$ cat src/rtl/irq_defines.svh
// Register offsets, field positions, vectors and reset values of the
// interrupt controller. Assumes 8-bit register data in the low byte lane.
`ifndef IRQ_DEFINES_SVH
`define IRQ_DEFINES_SVH

// Byte offsets on the register bus
`define OFF_CTRL0 8'h00
`define OFF_CTRL1 8'h04
`define OFF_MCTRL 8'h08
`define OFF_STAT 8'h0C
`define OFF_MASK 8'h10
`define OFF_SVC 8'h14

// irq_ctrl_reg0 fields
`define B0_GIE 0
`define B0_CMP_EN 1
`define B0_MULTI_EN 2
`define B0_CMP_FLAG 4
// irq_ctrl_reg1 fields
`define B1_PWM_EN 0
`define B1_PWM_FLAG 4
`define B1_MULTI_FLAG 5
// multi_irq_ctrl_reg fields
`define BM_ADC_EN 0
`define BM_EXT1_EN 1
`define BM_EXT1_FLAG 4
`define BM_ADC_FLAG 5

// Sticky event status and mask layout
`define STAT_W 4
`define ST_CMP 0
`define ST_MULTI 1
`define ST_PWM 2
`define ST_WAKE 3

// Call vectors
`define VEC_CMP 8'h04
`define VEC_EXT0 8'h08
`define VEC_MULTI 8'h0C
`define VEC_PWM 8'h10
`define VEC_TMR0 8'h14
`define VEC_TMR1 8'h18

// Register select codes
`define SEL_CTRL0 3'h0
`define SEL_CTRL1 3'h1
`define SEL_MCTRL 3'h2
`define SEL_STAT 3'h3
`define SEL_MASK 3'h4
`define SEL_SVC 3'h5
`define SEL_NONE 3'h7

`define RESP_OKAY 2'h0
`define RESP_SLVERR 2'h2
`define RST_BYTE 8'h00

`endif

$ cat src/rtl/irq_pkg.sv
// State types of the interrupt controller and its helpers.
// Assumes irq_defines.svh is on the include path.
`include "irq_defines.svh"

package irq_pkg;

   typedef struct packed {
      logic s1;
      logic s2;
      logic prev;
   } edge_state_type;

   typedef struct packed {
      logic aw_full;
      logic [7:0] awaddr;
      logic w_full;
      logic [31:0] wdata;
      logic [3:0] wstrb;
      logic bvalid;
      logic [1:0] bresp;
      logic rvalid;
      logic [31:0] rdata;
      logic [1:0] rresp;
   } axi_state_type;

   typedef struct packed {
      logic gie;
      logic cmp_en;
      logic multi_en;
      logic cmp_flag;
      logic pwm_en;
      logic pwm_flag;
      logic multi_flag;
      logic adc_en;
      logic ext1_en;
      logic ext1_flag;
      logic adc_flag;
      logic [`STAT_W-1:0] status;
      logic [`STAT_W-1:0] mask;
      logic [7:0] vector;
      logic call;
      logic pop;
      logic wake;
      logic [2:0] other_ack;
   } irq_state_type;

endpackage

$ cat src/rtl/irq_edge_detect.sv
// Edge detector with optional two-flop synchroniser.
// Assumes din is asynchronous when SYNC is set, same-clock otherwise.
`timescale 1ns/1ps
`default_nettype none

module irq_edge_detect #(
   parameter bit SYNC = 1'b1,
   parameter bit FALLING = 1'b1
) (
   input wire logic ref_clk, // system clock
   input wire logic resetn, // async reset, active low
   input wire logic din, // monitored level
   output logic edge_pulse // one-cycle pulse per edge
);

   irq_pkg::edge_state_type q;
   irq_pkg::edge_state_type d;
   logic level;

   // Only s2 reads s1; with SYNC set detection looks at s2 alone, else at din
   assign level = SYNC ? q.s2 : din;

   always_comb begin
      d = q;
      d.s1 = din;
      d.s2 = q.s1;
      d.prev = level;
   end

   // Idle level at reset avoids a false edge on release
   always_ff @(posedge ref_clk or negedge resetn) begin
      if (!resetn) begin
         q <= '{s1: FALLING, s2: FALLING, prev: FALLING};
      end else begin
         q <= d;
      end
   end

   assign edge_pulse = FALLING ? (q.prev & ~level) : (~q.prev & level);

endmodule

`default_nettype wire

$ cat src/rtl/irq_axil_slave.sv
// AXI4-Lite slave front end: one write and one read under way at a time.
// Assumes the register file answers decode and read data combinationally.
`timescale 1ns/1ps
`default_nettype none
`include "irq_defines.svh"

module irq_axil_slave (
   input wire logic ref_clk, // system clock
   input wire logic resetn, // async reset, active low
   input wire logic [7:0] s_axi_awaddr, // write address
   input wire logic s_axi_awvalid, // write address valid
   output logic s_axi_awready, // write address ready
   input wire logic [31:0] s_axi_wdata, // write data
   input wire logic [3:0] s_axi_wstrb, // write byte strobes
   input wire logic s_axi_wvalid, // write data valid
   output logic s_axi_wready, // write data ready
   output logic [1:0] s_axi_bresp, // write response
   output logic s_axi_bvalid, // write response valid
   input wire logic s_axi_bready, // write response ready
   input wire logic [7:0] s_axi_araddr, // read address
   input wire logic s_axi_arvalid, // read address valid
   output logic s_axi_arready, // read address ready
   output logic [31:0] s_axi_rdata, // read data
   output logic [1:0] s_axi_rresp, // read response
   output logic s_axi_rvalid, // read data valid
   input wire logic s_axi_rready, // read data ready
   output logic wr_en, // register write strobe
   output logic [7:0] wr_addr, // register write address
   output logic [31:0] wr_data, // register write data
   output logic [3:0] wr_strb, // register write strobes
   input wire logic wr_ok, // write address is mapped
   output logic rd_en, // register read strobe
   output logic [7:0] rd_addr, // register read address
   input wire logic [31:0] rd_data, // register read data
   input wire logic rd_ok // read address is mapped
);

   irq_pkg::axi_state_type q;
   irq_pkg::axi_state_type d;

   assign wr_en = q.aw_full & q.w_full & ~q.bvalid;
   assign rd_en = s_axi_arvalid & ~q.rvalid;

   always_comb begin
      d = q;
      if (s_axi_awvalid && !q.aw_full) begin
         d.aw_full = 1'b1;
         d.awaddr = s_axi_awaddr;
      end
      if (s_axi_wvalid && !q.w_full) begin
         d.w_full = 1'b1;
         d.wdata = s_axi_wdata;
         d.wstrb = s_axi_wstrb;
      end
      if (wr_en) begin
         d.aw_full = 1'b0;
         d.w_full = 1'b0;
         d.bvalid = 1'b1;
         d.bresp = wr_ok ? `RESP_OKAY : `RESP_SLVERR;
      end else if (q.bvalid && s_axi_bready) begin
         d.bvalid = 1'b0;
      end
      if (rd_en) begin
         d.rvalid = 1'b1;
         d.rdata = rd_ok ? rd_data : 32'h00000000;
         d.rresp = rd_ok ? `RESP_OKAY : `RESP_SLVERR;
      end else if (q.rvalid && s_axi_rready) begin
         d.rvalid = 1'b0;
      end
   end

   always_ff @(posedge ref_clk or negedge resetn) begin
      if (!resetn) begin
         q <= '0;
      end else begin
         q <= d;
      end
   end

   // Holding slots keep address and data apart, so either may come first
   assign s_axi_awready = ~q.aw_full;
   assign s_axi_wready = ~q.w_full;
   assign s_axi_bvalid = q.bvalid;
   assign s_axi_bresp = q.bresp;
   assign s_axi_arready = ~q.rvalid;
   assign s_axi_rvalid = q.rvalid;
   assign s_axi_rdata = q.rdata;
   assign s_axi_rresp = q.rresp;
   assign wr_addr = q.awaddr;
   assign wr_data = q.wdata;
   assign wr_strb = q.wstrb;
   assign rd_addr = s_axi_araddr;

endmodule

`default_nettype wire

$ cat src/rtl/irq_ctrl.sv
// Interrupt controller for comparator, PWM and shared multi-function
// sources, with priority service towards the core and power-down wake.
// Assumes the core gives a T2 phase pulse, a stack-full level and a
// return pulse on the same clock; cmp_out and ext1_irq_pin are async.
//
// Contract
// - Comparator taken only with global and own enable
// - Comparator falling edge sets its flag
// - Comparator service calls vector 04H
// - Comparator service clears its flag and global
// - PWM taken only with global and own enable
// - PWM high side going active sets flag
// - PWM service calls vector 10H
// - PWM service clears its flag and global
// - Multi needs global, own and sub enable
// - External-1 edge or A/D done sets multi flag
// - Multi service calls vector 0CH
// - Multi service keeps sub flags, clears multi, global
// - Flags persist until serviced or software-cleared
// - Every source wakes core from power down
// - Only program counter is pushed on entry
// - Fixed priority among simultaneous requests
// - No acknowledge while stack is full
// - Service only on a T2 phase pulse
`timescale 1ns/1ps
`default_nettype none
`include "irq_defines.svh"

module irq_ctrl (
   input wire logic ref_clk, // system clock, 10 MHz
   input wire logic resetn, // async reset, active low
   input wire logic [7:0] s_axi_awaddr, // write address
   input wire logic s_axi_awvalid, // write address valid
   output logic s_axi_awready, // write address ready
   input wire logic [31:0] s_axi_wdata, // write data
   input wire logic [3:0] s_axi_wstrb, // write strobes
   input wire logic s_axi_wvalid, // write data valid
   output logic s_axi_wready, // write data ready
   output logic [1:0] s_axi_bresp, // write response
   output logic s_axi_bvalid, // write response valid
   input wire logic s_axi_bready, // write response ready
   input wire logic [7:0] s_axi_araddr, // read address
   input wire logic s_axi_arvalid, // read address valid
   output logic s_axi_arready, // read address ready
   output logic [31:0] s_axi_rdata, // read data
   output logic [1:0] s_axi_rresp, // read response
   output logic s_axi_rvalid, // read data valid
   input wire logic s_axi_rready, // read data ready
   input wire logic cmp_out, // analog comparator output, async
   input wire logic pwm_high_side_output, // PWM high side, active high
   input wire logic ext1_irq_pin, // external interrupt 1 pin, async
   input wire logic adc_done, // A/D conversion complete pulse
   input wire logic [2:0] other_req, // ext0, timer0, timer1 requests
   input wire logic t2_pulse, // machine phase T2 pulse
   input wire logic stack_full, // hardware stack full
   input wire logic return_from_interrupt_pulse, // return_from_interrupt executed
   input wire logic power_down, // core is in power down
   output logic pc_push, // push program counter and call
   output logic [7:0] call_vector, // vector of the call
   output logic pc_pop, // restore program counter
   output logic [2:0] other_ack, // serviced ext0, timer0, timer1
   output logic wake_up, // wake core from power down
   output logic irq // level interrupt to software
);

   irq_pkg::irq_state_type q;
   irq_pkg::irq_state_type d;

   logic cmp_fall;
   logic pwm_rise;
   logic ext1_fall;
   logic wr_en;
   logic [7:0] wr_addr;
   logic [31:0] wr_data;
   logic [3:0] wr_strb;
   logic rd_en;
   logic [7:0] rd_addr;
   logic [31:0] rd_data;
   logic [2:0] wsel;
   logic [2:0] rsel;
   logic cmp_pend;
   logic multi_pend;
   logic pwm_pend;
   logic take;
   logic [7:0] ctrl0_v;
   logic [7:0] ctrl1_v;
   logic [7:0] mctrl_v;

   function automatic logic [2:0] reg_sel(input logic [7:0] a);
      case (a)
         `OFF_CTRL0: reg_sel = `SEL_CTRL0;
         `OFF_CTRL1: reg_sel = `SEL_CTRL1;
         `OFF_MCTRL: reg_sel = `SEL_MCTRL;
         `OFF_STAT: reg_sel = `SEL_STAT;
         `OFF_MASK: reg_sel = `SEL_MASK;
         `OFF_SVC: reg_sel = `SEL_SVC;
         default: reg_sel = `SEL_NONE;
      endcase
   endfunction

   ////////////////////////////////////////////////////////////////////////
   // Event inputs

   irq_edge_detect #(.SYNC(1'b1), .FALLING(1'b1)) u_cmp_edge (
      .ref_clk(ref_clk),
      .resetn(resetn),
      .din(cmp_out),
      .edge_pulse(cmp_fall)
   );

   // PWM logic shares the clock, so no synchroniser
   irq_edge_detect #(.SYNC(1'b0), .FALLING(1'b0)) u_pwm_edge (
      .ref_clk(ref_clk),
      .resetn(resetn),
      .din(pwm_high_side_output),
      .edge_pulse(pwm_rise)
   );

   irq_edge_detect #(.SYNC(1'b1), .FALLING(1'b1)) u_ext1_edge (
      .ref_clk(ref_clk),
      .resetn(resetn),
      .din(ext1_irq_pin),
      .edge_pulse(ext1_fall)
   );

   ////////////////////////////////////////////////////////////////////////
   // Register bus

   irq_axil_slave u_bus (
      .ref_clk(ref_clk),
      .resetn(resetn),
      .s_axi_awaddr(s_axi_awaddr),
      .s_axi_awvalid(s_axi_awvalid),
      .s_axi_awready(s_axi_awready),
      .s_axi_wdata(s_axi_wdata),
      .s_axi_wstrb(s_axi_wstrb),
      .s_axi_wvalid(s_axi_wvalid),
      .s_axi_wready(s_axi_wready),
      .s_axi_bresp(s_axi_bresp),
      .s_axi_bvalid(s_axi_bvalid),
      .s_axi_bready(s_axi_bready),
      .s_axi_araddr(s_axi_araddr),
      .s_axi_arvalid(s_axi_arvalid),
      .s_axi_arready(s_axi_arready),
      .s_axi_rdata(s_axi_rdata),
      .s_axi_rresp(s_axi_rresp),
      .s_axi_rvalid(s_axi_rvalid),
      .s_axi_rready(s_axi_rready),
      .wr_en(wr_en),
      .wr_addr(wr_addr),
      .wr_data(wr_data),
      .wr_strb(wr_strb),
      .wr_ok(wsel != `SEL_NONE),
      .rd_en(rd_en),
      .rd_addr(rd_addr),
      .rd_data(rd_data),
      .rd_ok(rsel != `SEL_NONE)
   );

   assign wsel = reg_sel(wr_addr);
   assign rsel = reg_sel(rd_addr);

   always_comb begin
      ctrl0_v = `RST_BYTE;
      ctrl0_v[`B0_GIE] = q.gie;
      ctrl0_v[`B0_CMP_EN] = q.cmp_en;
      ctrl0_v[`B0_MULTI_EN] = q.multi_en;
      ctrl0_v[`B0_CMP_FLAG] = q.cmp_flag;
      ctrl1_v = `RST_BYTE;
      ctrl1_v[`B1_PWM_EN] = q.pwm_en;
      ctrl1_v[`B1_PWM_FLAG] = q.pwm_flag;
      ctrl1_v[`B1_MULTI_FLAG] = q.multi_flag;
      mctrl_v = `RST_BYTE;
      mctrl_v[`BM_ADC_EN] = q.adc_en;
      mctrl_v[`BM_EXT1_EN] = q.ext1_en;
      mctrl_v[`BM_EXT1_FLAG] = q.ext1_flag;
      mctrl_v[`BM_ADC_FLAG] = q.adc_flag;
   end

   always_comb begin
      case (rsel)
         `SEL_CTRL0: rd_data = {24'h000000, ctrl0_v};
         `SEL_CTRL1: rd_data = {24'h000000, ctrl1_v};
         `SEL_MCTRL: rd_data = {24'h000000, mctrl_v};
         `SEL_STAT: rd_data = {28'h0000000, q.status};
         `SEL_MASK: rd_data = {28'h0000000, q.mask};
         `SEL_SVC: rd_data = {24'h000000, q.vector};
         default: rd_data = 32'h00000000;
      endcase
   end

   ////////////////////////////////////////////////////////////////////////
   // Request qualification and service

   assign cmp_pend = q.cmp_en & q.cmp_flag;
   assign pwm_pend = q.pwm_en & q.pwm_flag;
   assign multi_pend = q.multi_en & (q.adc_en | q.ext1_en) & q.multi_flag;
   // Pending stays pending while the stack is full or off-phase
   assign take = t2_pulse & q.gie & ~stack_full &
      (cmp_pend | multi_pend | pwm_pend | (|other_req));

   always_comb begin
      d = q;
      d.call = 1'b0;
      d.pop = 1'b0;
      d.other_ack = 3'h0;
      // Software writes first, so hardware sets below win over clears
      if (wr_en && wr_strb[0]) begin
         case (wsel)
            `SEL_CTRL0: begin
               d.gie = wr_data[`B0_GIE];
               d.cmp_en = wr_data[`B0_CMP_EN];
               d.multi_en = wr_data[`B0_MULTI_EN];
               d.cmp_flag = wr_data[`B0_CMP_FLAG];
            end
            `SEL_CTRL1: begin
               d.pwm_en = wr_data[`B1_PWM_EN];
               d.pwm_flag = wr_data[`B1_PWM_FLAG];
               d.multi_flag = wr_data[`B1_MULTI_FLAG];
            end
            `SEL_MCTRL: begin
               d.adc_en = wr_data[`BM_ADC_EN];
               d.ext1_en = wr_data[`BM_EXT1_EN];
               d.ext1_flag = wr_data[`BM_EXT1_FLAG];
               d.adc_flag = wr_data[`BM_ADC_FLAG];
            end
            `SEL_MASK: d.mask = wr_data[`STAT_W-1:0];
            default: d.mask = q.mask;
         endcase
      end
      if (rd_en && rsel == `SEL_STAT) begin
         d.status = '0;
      end
      if (return_from_interrupt_pulse) begin
         d.gie = 1'b1;
         d.pop = 1'b1;
      end
      if (take) begin
         d.call = 1'b1;
         d.gie = 1'b0;
         if (cmp_pend) begin
            d.vector = `VEC_CMP;
            d.cmp_flag = 1'b0;
            d.status[`ST_CMP] = 1'b1;
         end else if (other_req[0]) begin
            d.vector = `VEC_EXT0;
            d.other_ack[0] = 1'b1;
         end else if (multi_pend) begin
            d.vector = `VEC_MULTI;
            d.multi_flag = 1'b0;
            d.status[`ST_MULTI] = 1'b1;
         end else if (pwm_pend) begin
            d.vector = `VEC_PWM;
            d.pwm_flag = 1'b0;
            d.status[`ST_PWM] = 1'b1;
         end else if (other_req[1]) begin
            d.vector = `VEC_TMR0;
            d.other_ack[1] = 1'b1;
         end else begin
            d.vector = `VEC_TMR1;
            d.other_ack[2] = 1'b1;
         end
      end
      // Hardware sets last: an event in a clearing cycle is kept
      if (cmp_fall) begin
         d.cmp_flag = 1'b1;
      end
      if (pwm_rise) begin
         d.pwm_flag = 1'b1;
      end
      if (ext1_fall) begin
         d.ext1_flag = 1'b1;
      end
      if (adc_done) begin
         d.adc_flag = 1'b1;
      end
      if (ext1_fall || adc_done) begin
         d.multi_flag = 1'b1;
      end
      // Wake ignores global enable so a masked core still resumes
      d.wake = power_down &
         (cmp_pend | multi_pend | pwm_pend | (|other_req));
      if (d.wake && !q.wake) begin
         d.status[`ST_WAKE] = 1'b1;
      end
   end

   always_ff @(posedge ref_clk or negedge resetn) begin
      if (!resetn) begin
         q <= '0;
      end else begin
         q <= d;
      end
   end

   assign pc_push = q.call;
   assign call_vector = q.vector;
   assign pc_pop = q.pop;
   assign other_ack = q.other_ack;
   assign wake_up = q.wake;
   assign irq = |(q.status & q.mask);

   ////////////////////////////////////////////////////////////////////////
   // Checks

   chk_cmp_gate: assert property (@(posedge ref_clk) disable iff (!resetn)
      (pc_push && call_vector == `VEC_CMP) |->
      $past(q.gie && q.cmp_en && q.cmp_flag))
      else $error("comparator call without its enables");

   chk_cmp_flag_set: assert property (@(posedge ref_clk) disable iff (!resetn)
      cmp_fall |=> q.cmp_flag)
      else $error("comparator edge did not set its flag");

   chk_cmp_vector: assert property (@(posedge ref_clk) disable iff (!resetn)
      (t2_pulse && q.gie && !stack_full && cmp_pend) |=>
      (pc_push && call_vector == `VEC_CMP))
      else $error("comparator service missed vector");

   chk_svc_clear: assert property (@(posedge ref_clk) disable iff (!resetn)
      (pc_push && call_vector == `VEC_CMP) |->
      (!q.gie || $past(return_from_interrupt_pulse)) &&
      (!q.cmp_flag || $past(cmp_fall)))
      else $error("comparator service left flag or enable");

   chk_pwm_flag_set: assert property (@(posedge ref_clk) disable iff (!resetn)
      $rose(pwm_high_side_output) |=> q.pwm_flag)
      else $error("PWM active edge did not set its flag");

   chk_pwm_vector: assert property (@(posedge ref_clk) disable iff (!resetn)
      (pc_push && call_vector == `VEC_PWM) |->
      $past(q.pwm_en && q.pwm_flag && !cmp_pend && !multi_pend))
      else $error("PWM call out of order or unqualified");

   chk_multi_keep: assert property (@(posedge ref_clk) disable iff (!resetn)
      (take && multi_pend && !cmp_pend && !other_req[0] && q.ext1_flag &&
      !(wr_en && wsel == `SEL_MCTRL)) |=>
      (q.ext1_flag && call_vector == `VEC_MULTI))
      else $error("multi service lost a source flag");

   chk_stack_full: assert property (@(posedge ref_clk) disable iff (!resetn)
      stack_full |=> !pc_push)
      else $error("call taken with stack full");

   chk_t2_phase: assert property (@(posedge ref_clk) disable iff (!resetn)
      pc_push |-> $past(t2_pulse))
      else $error("call outside T2 phase");

   chk_return_from_interrupt_gie: assert property (@(posedge ref_clk) disable iff (!resetn)
      (return_from_interrupt_pulse && !t2_pulse) |=> (q.gie && pc_pop))
      else $error("return did not restore global enable");

   chk_wake: assert property (@(posedge ref_clk) disable iff (!resetn)
      (power_down && pwm_pend) |=> wake_up)
      else $error("pending request did not wake core");

endmodule

`default_nettype wire

$ cat config.mk
export PLATFORM = sky130hd
export DESIGN_NAME = irq_ctrl
export DESIGN_NICKNAME = d
export VERILOG_FILES = /design/src/rtl/irq_pkg.sv /design/src/rtl/irq_edge_detect.sv /design/src/rtl/irq_axil_slave.sv /design/src/rtl/irq_ctrl.sv
export VERILOG_INCLUDE_DIRS = /design/src /design/src/rtl
export SDC_FILE = /design/constraint.sdc
export NUM_CORES = 1
export LEC_CHECK = 0
export ABC_AREA = 1
export BUFFER_PORTS_ARGS = -buffer_cell sky130_fd_sc_hd__clkbuf_2
export CORE_MARGIN = 2
export CORE_UTILIZATION = 44
export DETAILED_ROUTE_END_ITERATION = 16
export PLACE_DENSITY = 0.84
export SLEW_MARGIN = 20
export SYNTH_ARGS = -nofsm -noshare
export SYNTH_HDL_FRONTEND = slang
export SYNTH_SLANG_ARGS = --single-unit
$ cat constraint.sdc
create_clock -name ref_clk -period 1.3 [get_ports ref_clk]
set_clock_uncertainty 0.1 [all_clocks]
set_input_delay 0.195 -clock ref_clk [delete_from_list [all_inputs] [get_ports ref_clk]]
set_output_delay 0.195 -clock ref_clk [all_outputs]
set_load 0.005 [all_outputs]
Word-level counts from Yosys, hierarchy flattened
Index checks and enable logic that the tools add are counted.
{"block": "word_totals", "output_inout_bits": 56, "elab_cells": 175, "register_bits": 121}
{"block": "op_classes", "muxes": 57, "eq_ne": 20, "bitwise": 27, "reduce_logical": 35}
{"cell": "37-bit 2-to-1 mux", "count": 1}
{"cell": "3-bit case mux with 6 select lines", "count": 2}
{"cell": "6-bit case mux with 6 select lines", "count": 1}
{"cell": "8-bit by 4-bit == test with 1-bit output, second input constant", "count": 4}
{"cell": "8-bit by 5-bit == test with 1-bit output, second input constant", "count": 4}
{"cell": "1-bit 2-to-1 mux", "count": 28}
{"cell": "2-bit 2-to-1 mux", "count": 10}
{"cell": "4-bit 2-to-1 mux", "count": 5}
{"cell": "2-bit nonzero test", "count": 9}
{"cell": "8-bit by 3-bit == test with 1-bit output, second input constant", "count": 2}
{"cell": "8-bit logical NOT", "count": 2}
{"cell": "5-bit 2-to-1 mux", "count": 3}
{"cell": "1-bit bitwise AND", "count": 14}
{"cell": "2-bit AND reduction", "count": 7}
{"cell": "3-bit 2-to-1 mux", "count": 4}
{"cell": "11-bit 2-to-1 mux", "count": 1}
{"cell": "3-bit by 2-bit == test with 1-bit output, second input constant", "count": 3}
{"cell": "3-bit == test, second input constant", "count": 3}
{"cell": "9-bit 2-to-1 mux", "count": 1}
{"cell": "8-bit 2-to-1 mux", "count": 1}
{"cell": "1-bit inverter", "count": 8}
{"cell": "1-bit logical AND", "count": 7}
{"cell": "3-bit by 1-bit == test with 1-bit output, second input constant", "count": 2}
{"cell": "3-bit logical NOT", "count": 2}
{"cell": "8 further kinds", "count": 15}

Logic depth before layout (Yosys ltp)
{"block": "logic_depth", "ltp_word": 11, "depth_mapped": 12, "depth_no_buf": 12}

Modules after synthesis
From an unflattened synthesis, not the netlist that was laid out.
{"block": "hier_totals", "hier_cells": 710, "hier_area_um2": 6069.6}
{"mod": "irq_axil_slave", "instances": 1, "cells_per_inst": 445, "area_each_um2": 4005.1}
{"mod": "irq_ctrl", "instances": 1, "cells_per_inst": 252, "area_each_um2": 1851.8}
{"mod": "irq_edge_detect at u_cmp_edge ...", "instances": 2, "cells_per_inst": 5, "area_each_um2": 88.8}
{"mod": "irq_edge_detect at u_pwm_edge", "instances": 1, "cells_per_inst": 3, "area_each_um2": 35.0}

Worst setup path before layout
Ideal clock, no wire load.
{"block": "synth_timing", "path_kind": "in2reg", "start": "input port s_axi_araddr[4]", "end": "register q[20] (netlist bit)", "cell_stages": 11, "path_buffers": 0, "required_ns": 1.075, "setup_slack_ns": -0.378, "arrival_time_ns": 1.453, "path_cell_list": "nor2_1 -> nand2_1 -> inv_2 -> nand3_4 -> ha_1 -> nand2_1 -> nand2_2 -> nor2_2 -> nand3_2 -> o21ai_0 -> o21ai_1"}
{"element": "start, declared", "line_no": "irq_ctrl.sv:42", "rtl": "input wire logic [7:0] s_axi_araddr,"}
{"element": "end signal, assigned", "line_no": "irq_ctrl.sv:290", "rtl": "q <= '0;"}
{"element": "end signal, assigned", "line_no": "irq_ctrl.sv:292", "rtl": "q <= d;"}
{"element": "end, declared", "line_no": "irq_ctrl.sv:66", "rtl": "irq_pkg::irq_state_type q;"}

==> flow_summary_export.csv <==
group,metric,value,unit
clock_tree,clk_latency,340,ps
drt,wl_per_cell,13.2,µm
sta,clock.fmax,598,MHz
global_route,antenna_found_initial,0,
sta,post-route-period-util,1.29,
cells_and_area,num_antenna_cells,0,
die,chipWidth,89.6,µm
pwr,pwr_density_cell,1310,nW/µm²
clock_tree,clkSlewWorstSetupHoldPaths,70,ps
critical_path,critPathMaxStageDelay,290,ps
cells_and_area,fin_util,0.671,
critical_path,arrival,1770,ps
pwr,vdd_drop_max,1200,µV
global_route,overflow,0,
clock_tree,cts_root_buf,"clkbuf_8",
sta,min_period,1670,ps
sta,setup_violations,36,
cells_and_area,final_cell_mix,"clkbuf_2, dfrtp_1, nand2_1",
run,drv_cap,0,
logic_synthesis,ys.flop_type,"dfrtp_1",
drt,wirelength,8200,µm
logic_synthesis,syn_area_per_cell,8.57,µm²
global_route,track_usage,0.208,
logic_synthesis,netlist_area,3220,µm²
drt,first_iter_violations,135,
die,num_io_pins,126,
drt,drtAntennaViolNets,0,
logic_synthesis,synth-edff-count,0,
drt,drt-pass1-iter-count,4,
pwr,power.total,6.31,mW
die,die_h,89.6,µm
critical_path,slowest_stage,"o21ai_1",
drt,drcViolationCount,0,
run_status,status,"finished with violations",
clock_tree,htreeDepth,3,
run_status,violations,"setup timing",
sta,slew_violations,0,
cells_and_area,multi_input_area,1620,µm²
clock_tree,cts_buffer_depth,2,
die,fp-row-count,31,
cells_and_area,seqCellArea,1560,µm²
logic_synthesis,netlist_instances,376,
critical_path,required,1400,ps
logic_synthesis,ys_top_cells_by_area,"dfrtp_1, buf_4, nand2_1",
cells_and_area,area_growth,49.5,%
drt,avgViaCountPerCell,4.65,
die,core-area,7180,µm²
clock_tree,cts_tree,"done",
logic_synthesis,synth_top_cell_by_area,"dfrtp_1",
placement,hpwlAfterDp,5360,µm
sta,holdWs,11.8,ps
clock_tree,cts_num_sinks,62,
sta,grt_setup_unrepaired,"yes",
drt,vias,2885,
die,dieArea,8030,µm²
min_path,hold_path.class,"in -> reg",
critical_path,crit_path_start_kind,"input port",
pwr,p_leak,2.46,nW
cells_and_area,drive_gt1_frac,0.473,
global_route,grt_max_degree,63,
clock_tree,cts_buffers,9,
cells_and_area,fillers,510,
logic_synthesis,ys_warn_count,0,
critical_path,end_kind,"register",
critical_path,worstPathMaxFanout,6,
die,initial_core_util,0.449,
placement,numPortBuffers,63,
cells_and_area,fin_area,4820,µm²
placement,placed_cell_area,3880,µm²
logic_synthesis,synth_top_cell_area_share,0.435,
logic_synthesis,synth_cell_type_count,37,
critical_path,crit_type,"in -> reg",
cells_and_area,final_common_cell,"clkbuf_2",
critical_path,cpMostUsedCell,"nand3_4",
global_route,grt_pass1_wl,12700,µm
logic_synthesis,yosys_register_bits,62,
sta,hold_viol_final,0,
global_route,first_global_vias,2906,
logic_synthesis,synth_seq_area_share,0.484,
critical_path,crit_chain,"clkbuf_8 -> inv_2 -> nand2_1 -> nor2_2 -> nand2_2 -> ha_4 -> nand3_4 -> nand2_4 -> nor2_4 -> nand3_4 -> o21ai_1 -> o21ai_2",
cells_and_area,nets,588,
sta,fin_ws,-372,ps
placement,gp_congestion,0.853,
logic_synthesis,synthArstFlopShare,1.00,
-- cell type report --
type / instances / share of cell area
clock buffer: 13 / 0.0330
clock inverter: 3 / 0.00883
inverter: 52 / 0.0416
multi-input combinational: 244 / 0.336
sequential: 62 / 0.324
tap: 99 / 0.0257
timing repair buffer: 148 / 0.232
-- through the flow --
step | setup slack, ps | TNS [ps] | std cells
floorplan | -260 | -3160 | 408
global placement | -459 | -8190 | 568
detailed placement | -512 | -9770 | 568
CTS | -289 | -5680 | 617
global route | -420 | -9350 | 621
finish | -372 | -6130 | 621
-- timing repair --
item	4_1_cts	5_1_grt
resized for setup	67	58
endpoints found under the hold margin	73	0
hold buffers	16	0
gates cloned	0	0
setup buffers	18	7
pin swaps	33	35
setup endpoints to repair	41	46
-- critical path, delay by kind of cell --
family,cells,cell delay (ps)
AO/OA/AOI/OAI,2,420
adder cells (fa/ha/maj),1,190
buffers and inverters,2,170
AND/OR/NAND/NOR,7,760
-- registers in the layout, summed over array words and instances, names as in the netlist, 2 cells and up --
register           flops
u_bus.wr_data          6
other_ack              3
u_bus.q                2
u_bus.s_axi_rdata      6
call_vector            3
mctrl_v                4
q                      8
ctrl0_v                4
u_bus.wr_addr          8
ctrl1_v                3
-- routing by layer --
metal	routed length, µm	vias up	GRT usage
met4	177	0	0.0543
met3	473	19	0.0658
li1	-	1408	-
met2	4270	113	0.372
met5	0	-	0
met1	3280	1345	0.240
-- cells by family (layout without fill, tap and decap cells) --
| kind of cell | after synthesis | count (layout) | share of synthesized area |
|---|---|---|---|
| simple gates | 143 | 143 | 0.210 |
| buf+inv | 102 | 216 | 0.174 |
| compound gates | 62 | 62 | 0.109 |
| flops | 62 | 62 | 0.484 |
| mux | 5 | 5 | 0.0175 |
| fa+ha+maj | 1 | 1 | 0.00388 |
| other cells | 1 | 33 | 0.00116 |
-- path summary, 6_finish.rpt --
kind | slack [ps] | to | depth (start not counted) | start
max | -370 | q[20]$_DFF_PN0_ | 12 | s_axi_araddr[5]
min | 10 | u_bus.wr_data[3]$_DFFE_PN0P_ | 3 | s_axi_wdata[3]
max reg2reg | -300 | ctrl1_v[5]$_DFF_PN0_ | 10 | u_bus.wr_addr[7]$_DFFE_PN0P_
min reg2reg | 260 | u_cmp_edge.level$_DFF_PN1_ | 0 | u_cmp_edge.d[1]$_DFF_PN1_
max in group asynchronous | 480 | u_ext1_edge.q[0]$_DFF_PN1_ | 3 | resetn
min in group asynchronous | 290 | u_bus.wr_addr[6]$_DFFE_PN0P_ | 3 | resetn
-- Yosys cell counts, types with 2 or more instances --
cell type,number
inv_1,48
dfstp_2,6
nand3_1,12
nor3_1,4
mux2_2,5
o211ai_1,3
clkbuf_1,2
a21oi_1,15
nand2_2,5
nand3_2,4
o21ai_1,10
inv_2,4
buf_4,47
o21ai_0,26
dfrtp_1,56
nand4_1,3
nor2_2,4
nor2_1,36
o21ai_2,2
nand2_1,67
-- power by group --
| group | leakage (nW) | internal [mW] | total [mW] | switching, mW |
|---|---|---|---|---|
| Clock | 0.0996 | 0.988 | 1.71 | 0.719 |
| Combinational | 1.63 | 0.957 | 1.98 | 1.02 |
| Sequential | 0.733 | 2.33 | 2.62 | 0.287 |
| Total | 2.46 | 4.28 | 6.31 | 2.03 |
No activity file was read; power rests on OpenSTA's default activity.
